$ cat src/rtl/fst_map.vh
`ifndef FST_MAP_VH
`define FST_MAP_VH
// ----------------------------------------------------------------
// Register addresses (3-bit register index)
// ----------------------------------------------------------------
`define FST_A_CTRL0 3'h0
`define FST_A_CTRL2 3'h2
`define FST_A_CTRL3 3'h3
`define FST_A_STAT0 3'h4
`define FST_A_STAT1 3'h5
`define FST_A_STAT2 3'h6
// ----------------------------------------------------------------
// Field positions
// ----------------------------------------------------------------
`define FST_B_SWREQ 6
`define FST_B_TWAR 4
`define FST_B_STAT_TWAR 2
`define FST_B_STAT_SW_DEV_SELECT_PIN 5
`define FST_B_STAT_CFG 4
`define FST_B_STAT_FSM 11
`define FST_B_STAT_REQ 10
// ----------------------------------------------------------------
// Cause flag codes
// ----------------------------------------------------------------
`define FST_C_TSD 2'h0
`define FST_C_UV 2'h1
`define FST_C_RSTL 2'h2
`define FST_C_WD 2'h3
// ----------------------------------------------------------------
// Reset values and timing
// ----------------------------------------------------------------
`define FST_RST12 12'h000
`define FST_CLK_HZ 50000000
`define FST_SLOW_HZ_X100 125
`define FST_FAST_HZ 100
`define FST_SLOW_HALF ((`FST_CLK_HZ / `FST_SLOW_HZ_X100) * 50)
`define FST_FAST_PER (`FST_CLK_HZ / `FST_FAST_HZ)
`define FST_FAST_LOW (`FST_FAST_PER / 5)
`endif

$ cat src/rtl/fst_failsafe_thermal.v
// Behaviour
// - Warning flag sets on each threshold crossing
// - Status bit shows live warning comparison
// - Unmasked warning flag raises interrupt request
// - Shutdown threshold exceeded enters fail-safe mode
// - Thermal fail-safe ignores wakeups, exits below warning
// - Monitoring only in supply-on or thermal fail-safe
// - One request drives all outputs; static held low
// - Slow output 1.25 Hz, 50 percent duty
// - Fast output 100 Hz, 20 percent duty
// - Request asserts immediately on failure or software
// - Development config ignores watchdog and reset-low failures
// - Software request clears by writing zero or in configuration mode
// - Failure request clears on cause flag read-clear
// - Start-up lockout allows only mode/watchdog writes
// - Rejected lockout accesses have no effect
// - Supply undervoltage requests without fail-safe entry
// - Reset clamped low: enter fail-safe in configs 2,4
// - Watchdog miss policy per configuration 1 to 4
// - Software request in active modes, no fail-safe entry
// - Policy pins latched only in configuration mode
// - Development pin latched high overrides policy pin
// - Reset mode clears the warning flag and masks events
//
// The implementer's own choices: the register addresses and the strobed register port.
`include "fst_map.vh"
`default_nettype none
module fst_failsafe_thermal (
  // Clock and reset
  input wire clk,
  input wire resetn,
  // Register port
  input wire [2:0] reg_addr,
  input wire [11:0] reg_wdata,
  input wire reg_wr,
  input wire reg_rd,
  output reg [11:0] reg_rdata,
  // Mode indications from the state controller
  input wire mode_config,
  input wire mode_powerup,
  input wire mode_reset,
  input wire mode_startup,
  input wire mode_normal,
  input wire mode_standby,
  input wire mode_flash,
  // Analog comparators and pins (asynchronous)
  input wire warning_threshold,
  input wire shutdown_threshold,
  input wire sw_dev_select_pin,
  input wire cfg_pin,
  // Failure and wakeup events from other blocks (same clock)
  input wire supply_uv_event,
  input wire reset_pin_low_event,
  input wire watchdog_miss_event,
  input wire wakeup_event,
  // Status and interrupt
  output reg thermal_warning_flag,
  output reg thermal_warning_status,
  output reg irq_request,
  output reg failsafe_request,
  output reg failsafe_mode,
  output reg wakeup_accepted,
  // Open-drain fail-safe outputs (enable high pulls low)
  output reg failsafe_out_static_o,
  output reg failsafe_out_static_oe,
  output reg failsafe_out_slow_o,
  output reg failsafe_out_slow_oe,
  output reg failsafe_out_fast_o,
  output reg failsafe_out_fast_oe
);

// ----------------------------------------------------------------
// Input synchronisers
// ----------------------------------------------------------------
reg [3:0] sync1_r;
reg [3:0] sync2_r;
reg [3:0] sync3_r;
reg [3:0] clean_r;
// Bit order: warning, shutdown, development select, policy
wire [3:0] raw_in;
assign raw_in = {cfg_pin, sw_dev_select_pin, shutdown_threshold,
                 warning_threshold};

// Three stages; a level counts once stages two and three agree
genvar gi;
generate
  for (gi = 0; gi < 4; gi = gi + 1) begin : g_sync
    always @(posedge clk or negedge resetn) begin
      if (!resetn) begin
        sync1_r[gi] <= 1'b0;
        sync2_r[gi] <= 1'b0;
        sync3_r[gi] <= 1'b0;
        clean_r[gi] <= 1'b0;
      end else begin
        sync1_r[gi] <= raw_in[gi];
        sync2_r[gi] <= sync1_r[gi];
        sync3_r[gi] <= sync2_r[gi];
        if (sync2_r[gi] == sync3_r[gi]) begin
          clean_r[gi] <= sync3_r[gi];
        end
      end
    end
  end
endgenerate

wire warn_hi = clean_r[0];
wire sd_hi = clean_r[1];
wire sw_dev_select_pin_in = clean_r[2];
wire cfg_in = clean_r[3];

// ----------------------------------------------------------------
// Registers and state
// ----------------------------------------------------------------
reg [11:0] ctrl0_r;
reg [11:0] ctrl2_r;
reg [11:0] ctrl3_r;
reg [3:0] cause_r;
reg sw_dev_select_pin_r;
reg cfg_r;
reg tsd_fs_r;
reg fail_req_r;
reg [1:0] wd_miss_r;
reg warn_prev_r;

wire sw_req = ctrl2_r[`FST_B_SWREQ];
wire sw_dev = sw_dev_select_pin_r;
wire fs_active = sw_req | fail_req_r;
// Lockout forces one good watchdog service after a failure
wire lockout = mode_startup & fs_active;

// Monitor runs where the main supply output is on
wire monitor_on = mode_powerup | mode_reset | mode_startup |
                  mode_normal | mode_standby | mode_flash |
                  tsd_fs_r;

// Lockout blocks every write except the mode/watchdog register
wire wr_ok = reg_wr & (~lockout | (reg_addr == `FST_A_CTRL0));
wire rc_stat1 = reg_wr & ~lockout &
                (reg_addr == `FST_A_STAT1);
wire rc_stat0 = reg_wr & ~lockout & (reg_addr == `FST_A_STAT0);

// Policy decoding; development config drops watchdog and reset-low
wire rstl_ev = reset_pin_low_event & ~sw_dev;
wire wd_ev = watchdog_miss_event & ~sw_dev;
wire rstl_enter = rstl_ev & cfg_r;
wire wd_first = (wd_miss_r == 2'h0);
wire wd_enter = wd_ev & cfg_r & ~wd_first;
wire tsd_ev = monitor_on & sd_hi & ~tsd_fs_r;
wire uv_ev = supply_uv_event;
// One bit per cause; a read-clear drops them all at once
wire [3:0] new_cause;
assign new_cause = (4'h1 << `FST_C_TSD) & {4{tsd_ev}} |
                   (4'h1 << `FST_C_UV) & {4{uv_ev}} |
                   (4'h1 << `FST_C_RSTL) & {4{rstl_ev}} |
                   (4'h1 << `FST_C_WD) & {4{wd_ev}};

// ----------------------------------------------------------------
// Strap latch
// ----------------------------------------------------------------
// Caught only in configuration mode, frozen afterwards
// Pins must settle through the synchroniser before config ends
always @(posedge clk or negedge resetn) begin
  if (!resetn) begin
    sw_dev_select_pin_r <= 1'b0;
    cfg_r <= 1'b0;
  end else if (mode_config) begin
    sw_dev_select_pin_r <= sw_dev_select_pin_in;
    cfg_r <= cfg_in;
  end
end

// ----------------------------------------------------------------
// Control registers
// ----------------------------------------------------------------
always @(posedge clk or negedge resetn) begin
  if (!resetn) begin
    ctrl0_r <= `FST_RST12;
    ctrl2_r <= `FST_RST12;
    ctrl3_r <= `FST_RST12;
  end else begin
    if (wr_ok && reg_addr == `FST_A_CTRL0) begin
      ctrl0_r <= reg_wdata;
    end
    // Software request bit changes by an explicit write and clears in configuration mode
    if (mode_config) begin
      ctrl2_r <= `FST_RST12;
    end else if (wr_ok && reg_addr == `FST_A_CTRL2) begin
      ctrl2_r <= reg_wdata;
    end
    // Reset mode masks every maskable event
    if (mode_reset) begin
      ctrl3_r <= `FST_RST12;
    end else if (wr_ok && reg_addr == `FST_A_CTRL3) begin
      ctrl3_r <= reg_wdata;
    end
  end
end

// ----------------------------------------------------------------
// Thermal monitoring
// ----------------------------------------------------------------
// Edge of the comparator sets the flag; set beats read-clear
always @(posedge clk or negedge resetn) begin
  if (!resetn) begin
    warn_prev_r <= 1'b0;
    thermal_warning_status <= 1'b0;
    thermal_warning_flag <= 1'b0;
    irq_request <= 1'b0;
  end else begin
    if (monitor_on) begin
      warn_prev_r <= warn_hi;
      thermal_warning_status <= warn_hi;
    end
    irq_request <= 1'b0;
    if (monitor_on && warn_hi != warn_prev_r) begin
      thermal_warning_flag <= 1'b1;
      irq_request <= ctrl3_r[`FST_B_TWAR];
    end else if (mode_reset || rc_stat0) begin
      thermal_warning_flag <= 1'b0;
    end
  end
end

// ----------------------------------------------------------------
// Fail-safe request and mode
// ----------------------------------------------------------------
always @(posedge clk or negedge resetn) begin
  if (!resetn) begin
    cause_r <= 4'h0;
    fail_req_r <= 1'b0;
    tsd_fs_r <= 1'b0;
    wd_miss_r <= 2'h0;
    failsafe_mode <= 1'b0;
  end else begin
    // New causes win over a read-clear in the same cycle
    if (new_cause != 4'h0) begin
      cause_r <= (rc_stat1 ? 4'h0 : cause_r) | new_cause;
      fail_req_r <= 1'b1;
    end else if (rc_stat1) begin
      cause_r <= 4'h0;
      fail_req_r <= 1'b0;
    end else if (mode_config) begin
      cause_r <= 4'h0;
    end
    // Miss counter tells first from second watchdog miss
    if (wd_ev && wd_miss_r != 2'h2) begin
      wd_miss_r <= wd_miss_r + 2'h1;
    end else if (mode_normal && !wd_ev) begin
      wd_miss_r <= 2'h0;
    end
    // Thermal fail-safe leaves only when below warning level
    // Other fail-safe causes leave on a wakeup instead
    if (tsd_ev) begin
      tsd_fs_r <= 1'b1;
      failsafe_mode <= 1'b1;
    end else if (tsd_fs_r && !warn_hi) begin
      tsd_fs_r <= 1'b0;
      failsafe_mode <= 1'b0;
    end else if (rstl_enter || wd_enter) begin
      failsafe_mode <= 1'b1;
    end else if (!tsd_fs_r && wakeup_event) begin
      failsafe_mode <= 1'b0;
    end
  end
end

// Wakeups pass only outside thermal fail-safe
always @(posedge clk or negedge resetn) begin
  if (!resetn) begin
    wakeup_accepted <= 1'b0;
  end else begin
    wakeup_accepted <= wakeup_event & ~tsd_fs_r;
  end
end

// ----------------------------------------------------------------
// Waveform generators
// ----------------------------------------------------------------
reg [24:0] slow_cnt_r;
reg slow_ph_r;
reg [19:0] fast_cnt_r;
// Full-width counts first, then trimmed to the counter widths
localparam [31:0] SLOW_HALF_W = `FST_SLOW_HALF;
localparam [31:0] FAST_PER_W = `FST_FAST_PER;
localparam [31:0] FAST_LOW_W = `FST_FAST_LOW;
localparam [24:0] SLOW_HALF = SLOW_HALF_W[24:0];
localparam [19:0] FAST_PER = FAST_PER_W[19:0];
localparam [19:0] FAST_LOW = FAST_LOW_W[19:0];

// Limitation: periods assume the 50 MHz clock
// Counters held at start phase while idle
always @(posedge clk or negedge resetn) begin
  if (!resetn) begin
    slow_cnt_r <= 25'h0000000;
    slow_ph_r <= 1'b0;
    fast_cnt_r <= 20'h00000;
  end else if (!fs_active) begin
    slow_cnt_r <= 25'h0000000;
    slow_ph_r <= 1'b0;
    fast_cnt_r <= 20'h00000;
  end else begin
    if (slow_cnt_r == SLOW_HALF - 25'h0000001) begin
      slow_cnt_r <= 25'h0000000;
      slow_ph_r <= ~slow_ph_r;
    end else begin
      slow_cnt_r <= slow_cnt_r + 25'h0000001;
    end
    if (fast_cnt_r == FAST_PER - 20'h00001) begin
      fast_cnt_r <= 20'h00000;
    end else begin
      fast_cnt_r <= fast_cnt_r + 20'h00001;
    end
  end
end

// Output drivers: enable high pulls the pin low
always @(posedge clk or negedge resetn) begin
  if (!resetn) begin
    failsafe_request <= 1'b0;
    failsafe_out_static_oe <= 1'b0;
    failsafe_out_slow_oe <= 1'b0;
    failsafe_out_fast_oe <= 1'b0;
    failsafe_out_static_o <= 1'b0;
    failsafe_out_slow_o <= 1'b0;
    failsafe_out_fast_o <= 1'b0;
  end else begin
    failsafe_request <= fs_active;
    failsafe_out_static_oe <= fs_active;
    failsafe_out_slow_oe <= fs_active & ~slow_ph_r;
    failsafe_out_fast_oe <= fs_active &
                            (fast_cnt_r < FAST_LOW);
    failsafe_out_static_o <= 1'b0;
    failsafe_out_slow_o <= 1'b0;
    failsafe_out_fast_o <= 1'b0;
  end
end

// ----------------------------------------------------------------
// Register read port
// ----------------------------------------------------------------
reg [11:0] rd_mux;
always @* begin
  rd_mux = 12'h000;
  case (reg_addr)
    `FST_A_CTRL0: rd_mux = ctrl0_r;
    `FST_A_CTRL2: rd_mux = ctrl2_r;
    `FST_A_CTRL3: rd_mux = ctrl3_r;
    `FST_A_STAT0: rd_mux[`FST_B_TWAR] = thermal_warning_flag;
    `FST_A_STAT1: rd_mux = {4'h0, cause_r, 4'h0};
    `FST_A_STAT2: begin
      rd_mux[`FST_B_STAT_TWAR] = thermal_warning_status;
      rd_mux[`FST_B_STAT_SW_DEV_SELECT_PIN] = sw_dev_select_pin_r;
      rd_mux[`FST_B_STAT_CFG] = cfg_r;
      rd_mux[`FST_B_STAT_FSM] = failsafe_mode;
      rd_mux[`FST_B_STAT_REQ] = fs_active;
    end
    default: rd_mux = 12'h000;
  endcase
end

// Read data valid the cycle after the strobe only
// Zero elsewhere, so a stale word is never taken for an answer
always @(posedge clk or negedge resetn) begin
  if (!resetn) begin
    reg_rdata <= 12'h000;
  end else if (reg_rd) begin
    reg_rdata <= rd_mux;
  end else begin
    reg_rdata <= 12'h000;
  end
end

endmodule
`default_nettype wire

$ cat config.mk
export PLATFORM = sky130hd
export DESIGN_NAME = fst_failsafe_thermal
export DESIGN_NICKNAME = d
export VERILOG_FILES = /design/src/rtl/fst_failsafe_thermal.v
export VERILOG_INCLUDE_DIRS = /design/src /design/src/rtl
export SDC_FILE = /design/constraint.sdc
export NUM_CORES = 1
export LEC_CHECK = 0
export ABC_AREA = 1
export BUFFER_PORTS_ARGS = -buffer_cell sky130_fd_sc_hd__buf_2
export CORE_MARGIN = 5
export CORE_UTILIZATION = 30
export DETAILED_ROUTE_END_ITERATION = 6
export SETUP_SLACK_MARGIN = 0.15
export SLEW_MARGIN = 25
export SYNTH_ARGS = -nofsm -noshare
export SYNTH_HDL_FRONTEND = slang
export SYNTH_SLANG_ARGS = --single-unit
$ cat constraint.sdc
create_clock -name clk -period 3.7 [get_ports clk]
set_input_delay 0.185 -clock clk [delete_from_list [all_inputs] [get_ports clk]]
set_output_delay 0.185 -clock clk [all_outputs]
set_load 0.01 [all_outputs]
# == After elaboration in Yosys (flattened, before gate mapping) ==
# Index checks and enable logic that the tools add are counted.
# word_totals
input_bits,34
out_inout_bits,24
regBits,128
word_cells,146
# classes
eq_ne,14
muxes,35
order_cmp,1
bitwise,32
n_reduce_logical,24
n_addsub,3
# op_table
op,count
two-way mux 12 bit,5
two-way mux 25 bit,2
two-way mux 20 bit,2
"adder 25 x 1 -> 25 bit, second input constant",1
"equality test 25 bit, second input constant",1
"adder 20 x 1 -> 20 bit, second input constant",1
"equality test 20 x 19 -> 1 bit, second input constant",1
"< comparator 20 x 17 -> 1 bit, second input constant",1
two-way mux 4 bit,4
one-hot mux 4 bit (4 select lines),1
AND 1 bit,15
two-way mux 1 bit,13
nonzero test 2 bit,6
"equality test 3 bit, second input constant",3
logical AND 1 bit,8
bitwise OR 1 bit,8
one-hot mux 2 bit (4 select lines),1
nonzero test 4 bit,2
"equality test 3 x 2 -> 1 bit, second input constant",2
one-hot mux 1 bit (6 select lines),1
one-hot mux 2 bit (3 select lines),1
inverter 1 bit,5
one-hot mux 1 bit (5 select lines),1
equality test 1 bit,4
other kinds (16),20

# == Longest topological paths before layout ==
# logic_depth
depth_word,13
ltp_mapped,10
depth_no_buf,9

# == Least setup slack after synthesis ==
# Ideal clock, no wire load.
# synth_timing
path_kind,register to register
start,register slow_cnt_r[0]
end,register slow_cnt_r[10]
slack_ns,2.277
required_ns,3.581
period_less_slack_ns,1.423
t_arrival_ns,1.304
setup_time_ns,0.119
path_stages_with_launch,8
n_path_buf,1
path_cell_list,dfrtp_1 -> ha_1 -> nand3_1 -> nor2_1 -> nand2_1 -> o21ai_1 -> buf_4 -> nor2_1
# synth_via
elab_chain_cells,3
word_cells_on_any_way,4
cone_classes,1 x add/sub; 1 x eq/ne; 2 x mux
# synth_lines
item,line,rtl
from (decl),fst_failsafe_thermal.v:279,reg [24:0] slow_cnt_r;
from (signal assigned),fst_failsafe_thermal.v:306,slow_cnt_r <= slow_cnt_r + 25'h0000001;
adder 25 x 1 -> 25 bit or equality test 25 bit (tied branches),"fst_failsafe_thermal.v:306, fst_failsafe_thermal.v:302",
two-way mux 25 bit *,fst_failsafe_thermal.v:302,if (slow_cnt_r == SLOW_HALF - 25'h0000001) begin
two-way mux 25 bit *,fst_failsafe_thermal.v:297,end else if (!fs_active) begin
# Mark *: on every way between the ends. The rest lies on a longest branch, timed or not.
# A chain may end at the register's enable or synchronous reset.

# == Worst setup path in the final report ==
# layout_timing
start,register slow_cnt_r[0]
end,register slow_cnt_r[11]
# Same word-level chain as after synthesis.

==> flow_metrics.py <==
metrics = {
    "outcome": {
        "status": "finished, final reports clean",
    },
    "timing": {
        "period_share_pct": 53.4,
        "worstMarginPinSlew_ns": 0.818,
        "rsz0062_at_grt": "no",
        "fin_crit_ns": 1.98,
        "whs_ns": 0.0230,
        "setup_slack_ns": 1.72,
        "slew_viol_final": 0,
        "hold_viol_final": 0,
        "relSlewSlack_pct": 45.5,
        "setup_violations": 0,
        "skew_ns": 0.00787,
        "fmax_ghz": 0.506,
        "setup-tns-final_ns": 0,
    },
    "global_routing": {
        "antenna_found_initial": 0,
        "grt_remaining_overflow": 0,
        "grt_pass1_wl_um": 23700,
        "grtUsageTotal_pct": 12.5,
        "grt_max_degree": 105,
        "grt_pass1_vias": 4712,
    },
    "cts": {
        "clk_pin_slew_worst_paths_ns": 0.05,
        "htree_levels": 4,
        "clk_latency_ns": 0.42,
        "cts.path.max_buffers": 2,
        "numClockSinks": 128,
        "cts_buffers": 17,
        "post_cts_buffers": 0,
        "cts_root_buf": "clkbuf_16",
        "tritoncts": "yes",
    },
    "logic_synthesis": {
        "synthCells": 738,
        "ys_warn_count": 0,
        "avgSynthCellArea_um2": 8.35,
        "ys_async_sr_fraction_pct": 100,
        "synth_top_family_by_area": "simple AND/OR/NAND/NOR gates",
        "synth_compound_area_share_pct": 7.43,
        "synth.top_cell.area_share_pct": 52.0,
        "synth-simple-area-share_pct": 26.4,
        "ys_seq_area_share_pct": 52.0,
        "syn_area_mm2": 0.00616,
        "synthTopCellsByArea": "dfrtp_1 (52%), nand2_1 (11%), nor2_1 (7.8%), inv_1 (5.7%), nand3_1 (3.5%)",
        "synth_area_leader_cell": "dfrtp_1",
        "synth_cell_types": 36,
        "synth_xor_area_share_pct": 2.98,
        "muxShareOfSynthArea_pct": 2.01,
        "synth-adder-area-share_pct": 1.46,
        "synth_edf_count": 0,
        "synth_most_common_cell": "nand2_1",
        "ys_seq_elements": 128,
        "synthTopCellsByCount": "nand2_1 (180), dfrtp_1 (128), nor2_1 (128)",
        "synth_top_flop_cell": "dfrtp_1",
    },
    "detailed_routing": {
        "wl_per_cell_um": 12.9,
        "top_layer_used": "met4",
        "first_iter_violations": 198,
        "met2_wirelength_um": 6660,
        "wl_um": 14100,
        "drt-met1-wl_um": 6580,
        "drc": 0,
        "avgViaCountPerCell": 4.45,
        "postRouteAntennaNets": 0,
        "wl_met3_um": 653,
        "first_pass_iters": 4,
        "vias": 4846,
    },
    "worst_setup_path": {
        "r2r_slack_ns": 1.72,
        "rr_worst_depth": 6,
        "arrival_ns": 2.24,
        "critPathRequiredTime_ns": 3.96,
        "crit_chain": "ha_1 > nand3_1 > nor2_1 > nand2_1 > o21ai_1 > nor2_1",
        "cp_common_cell": "nor2_1",
        "slowest_stage": "o21ai_1",
        "setup.worst_path.start_class": "flip-flop",
        "worstSetupEndpointType": "flip-flop",
        "timing.rr.end": "slow_cnt_r[11]",
        "critPathKind": "flip-flop to flip-flop",
        "r2r-start": "slow_cnt_r[0]",
        "path_max_fanout": 11,
        "slowest_delay_ns": 0.63,
    },
    "placed_design": {
        "dp_hpwl_um": 10000,
        "dpl-instance-area_mm2": 0.00669,
        "place_ws_ns": 1.72,
        "dp_cells": 1051,
        "gp_congestion": 0.860,
        "io_buffer_count": 54,
    },
    "pwr": {
        "power_leakage_nw": 3.45,
        "power_switching_mw": 1.10,
        "pwr-share-clk_pct": 42.2,
        "peakVddDrop_mv": 0.346,
        "power_report.internal_total_mw": 2.81,
        "power_density_mw_per_mm2": 533,
        "pwr-share-seq_pct": 43.4,
        "swShare_pct": 28.0,
        "p_comb_share_pct": 14.3,
    },
    "cells_and_area": {
        "nFillCells": 2060,
        "antenna_cells": 0,
        "layout-drive-gt1-share_pct": 17.2,
        "area_growth_pct": 18.9,
        "layout.nets": 843,
        "final_cells": 1088,
        "design_area_mm2": 0.00733,
    },
    "floorplanning": {
        "rows": 52,
        "die_area_mm2": 0.0235,
        "coreArea_mm2": 0.0202,
        "die_h_um": 153,
        "die_width_um": 153,
        "start_util_pct": 30.5,
        "ios": 58,
    },
    "worst_hold_path": {
        "hp-class": "input port to flip-flop",
        "hp-start": "reg_wdata[3]",
        "min_path_cells": 3,
        "min_to": "ctrl3_r[3]",
    },
    "flow_run": {
        "max_cap_viol_count": 0,
    },
}
==> state kept, by name, indices dropped and copies added, names as in the netlist, 2 cells and up <==
register / cells
ctrl0_r: 12
cause_r: 4
fast_cnt_r: 20
sync3_r: 4
ctrl2_r: 12
slow_cnt_r: 25
reg_rdata: 12
ctrl3_r: 12
sync1_r: 4
sync2_r: 4
wd_miss_r: 2
==> logic make-up after synthesis <==
logic type | Yosys count
and+or+nand+nor | 389
DFF | 128
buffers and inverters | 111
AOI/OAI and AO/OA | 69
xor gates and xnor gates | 21
muxes | 11
adders and majority gates | 8
other | 1
==> power groups by stage <==
| stage | clock [mW] | combinational, mW | sequential [mW] |
|---|---|---|---|
| floorplan | 0 | 0.395 | 1.70 |
| global placement | 0 | 0.555 | 1.72 |
| detailed placement | 0 | 0.563 | 1.72 |
| CTS | 1.69 | 0.571 | 1.70 |
| global route | 1.75 | 0.660 | 1.72 |
| finish | 1.65 | 0.560 | 1.70 |
==> worst max-delay path: cells and delay by family, from the launching register on <==
family                     cells  cell delay [ns]
DFF                            1             0.42
adders and majority gates      1             0.28
AOI/OAI and AO/OA              1             0.63
and+or+nand+nor                4             0.50
==> cell type report <==
type / instances / area, um2 / area share [%]
clock buffer: 19 / 453 / 6.18
clock inverter: 13 / 139 / 1.89
inverter: 96 / 360 / 4.91
multi-input combinational: 501 / 2490 / 34.0
sequential: 128 / 3200 / 43.7
tap: 270 / 338 / 4.61
timing repair buffer: 61 / 344 / 4.69
==> metal layers <==
layer / vias to the layer above / global-route usage, %
li1: 2443 / -
met1: 2290 / 16.9
met2: 97 / 19.4
met3: 16 / 3.39
met4: 0 / 4.12
met5: - / 0
==> layout by cell type, fill, tap and decap left out, types with 4 or more instances in the layout <==
| cell type | instances |
|---|---|
| buf_2 | 53 |
| nand4_1 | 5 |
| o221ai_1 | 5 |
| clkinvlp_4 | 5 |
| nand3_1 | 43 |
| maj3_1 | 4 |
| o21ai_0 | 23 |
| nor3_1 | 8 |
| dlygate4sd3_1 | 5 |
| nand2_1 | 180 |
| nor2_2 | 7 |
| o21ai_2 | 21 |
| a21oi_1 | 8 |
| o22ai_1 | 9 |
| inv_1 | 94 |
| clkbuf_16 | 17 |
| dfrtp_1 | 128 |
| mux2_2 | 11 |
| nand2_2 | 6 |
| nor2_1 | 128 |
| xor2_1 | 13 |
| xnor2_1 | 8 |
| ha_1 | 4 |
==> stage by stage <==
stage / power, mW / util [%]
floorplan: 2.10 / -
global placement: 2.28 / 33.1
detailed placement: 2.28 / 33.1
CTS: 3.96 / 36.2
global route: 4.13 / 36.2
finish: 3.91 / 36.2
==> worst max-delay path by stage <==
stage | startpoint | cells past startpoint | slack [ns] | end
after floorplan | slow_cnt_r[0] | 7 | 2.28 | slow_cnt_r[10]
after global placement | slow_cnt_r[0] | 7 | 1.80 | slow_ph_r
after detailed placement | slow_cnt_r[0] | 6 | 1.72 | slow_cnt_r[11]
after CTS | slow_cnt_r[0] | 6 | 1.69 | slow_cnt_r[0]
after global routing | slow_cnt_r[0] | 7 | 1.53 | slow_ph_r
final | slow_cnt_r[0] | 6 | 1.72 | slow_cnt_r[11]
==> what timing repair did <==
action | CTS | global route
hold endpoints to repair | 107 | 0
gates resized for setup | 0 | 0
hold buffers | 5 | 0
Note: power is estimated with default switching activity, not from simulation.
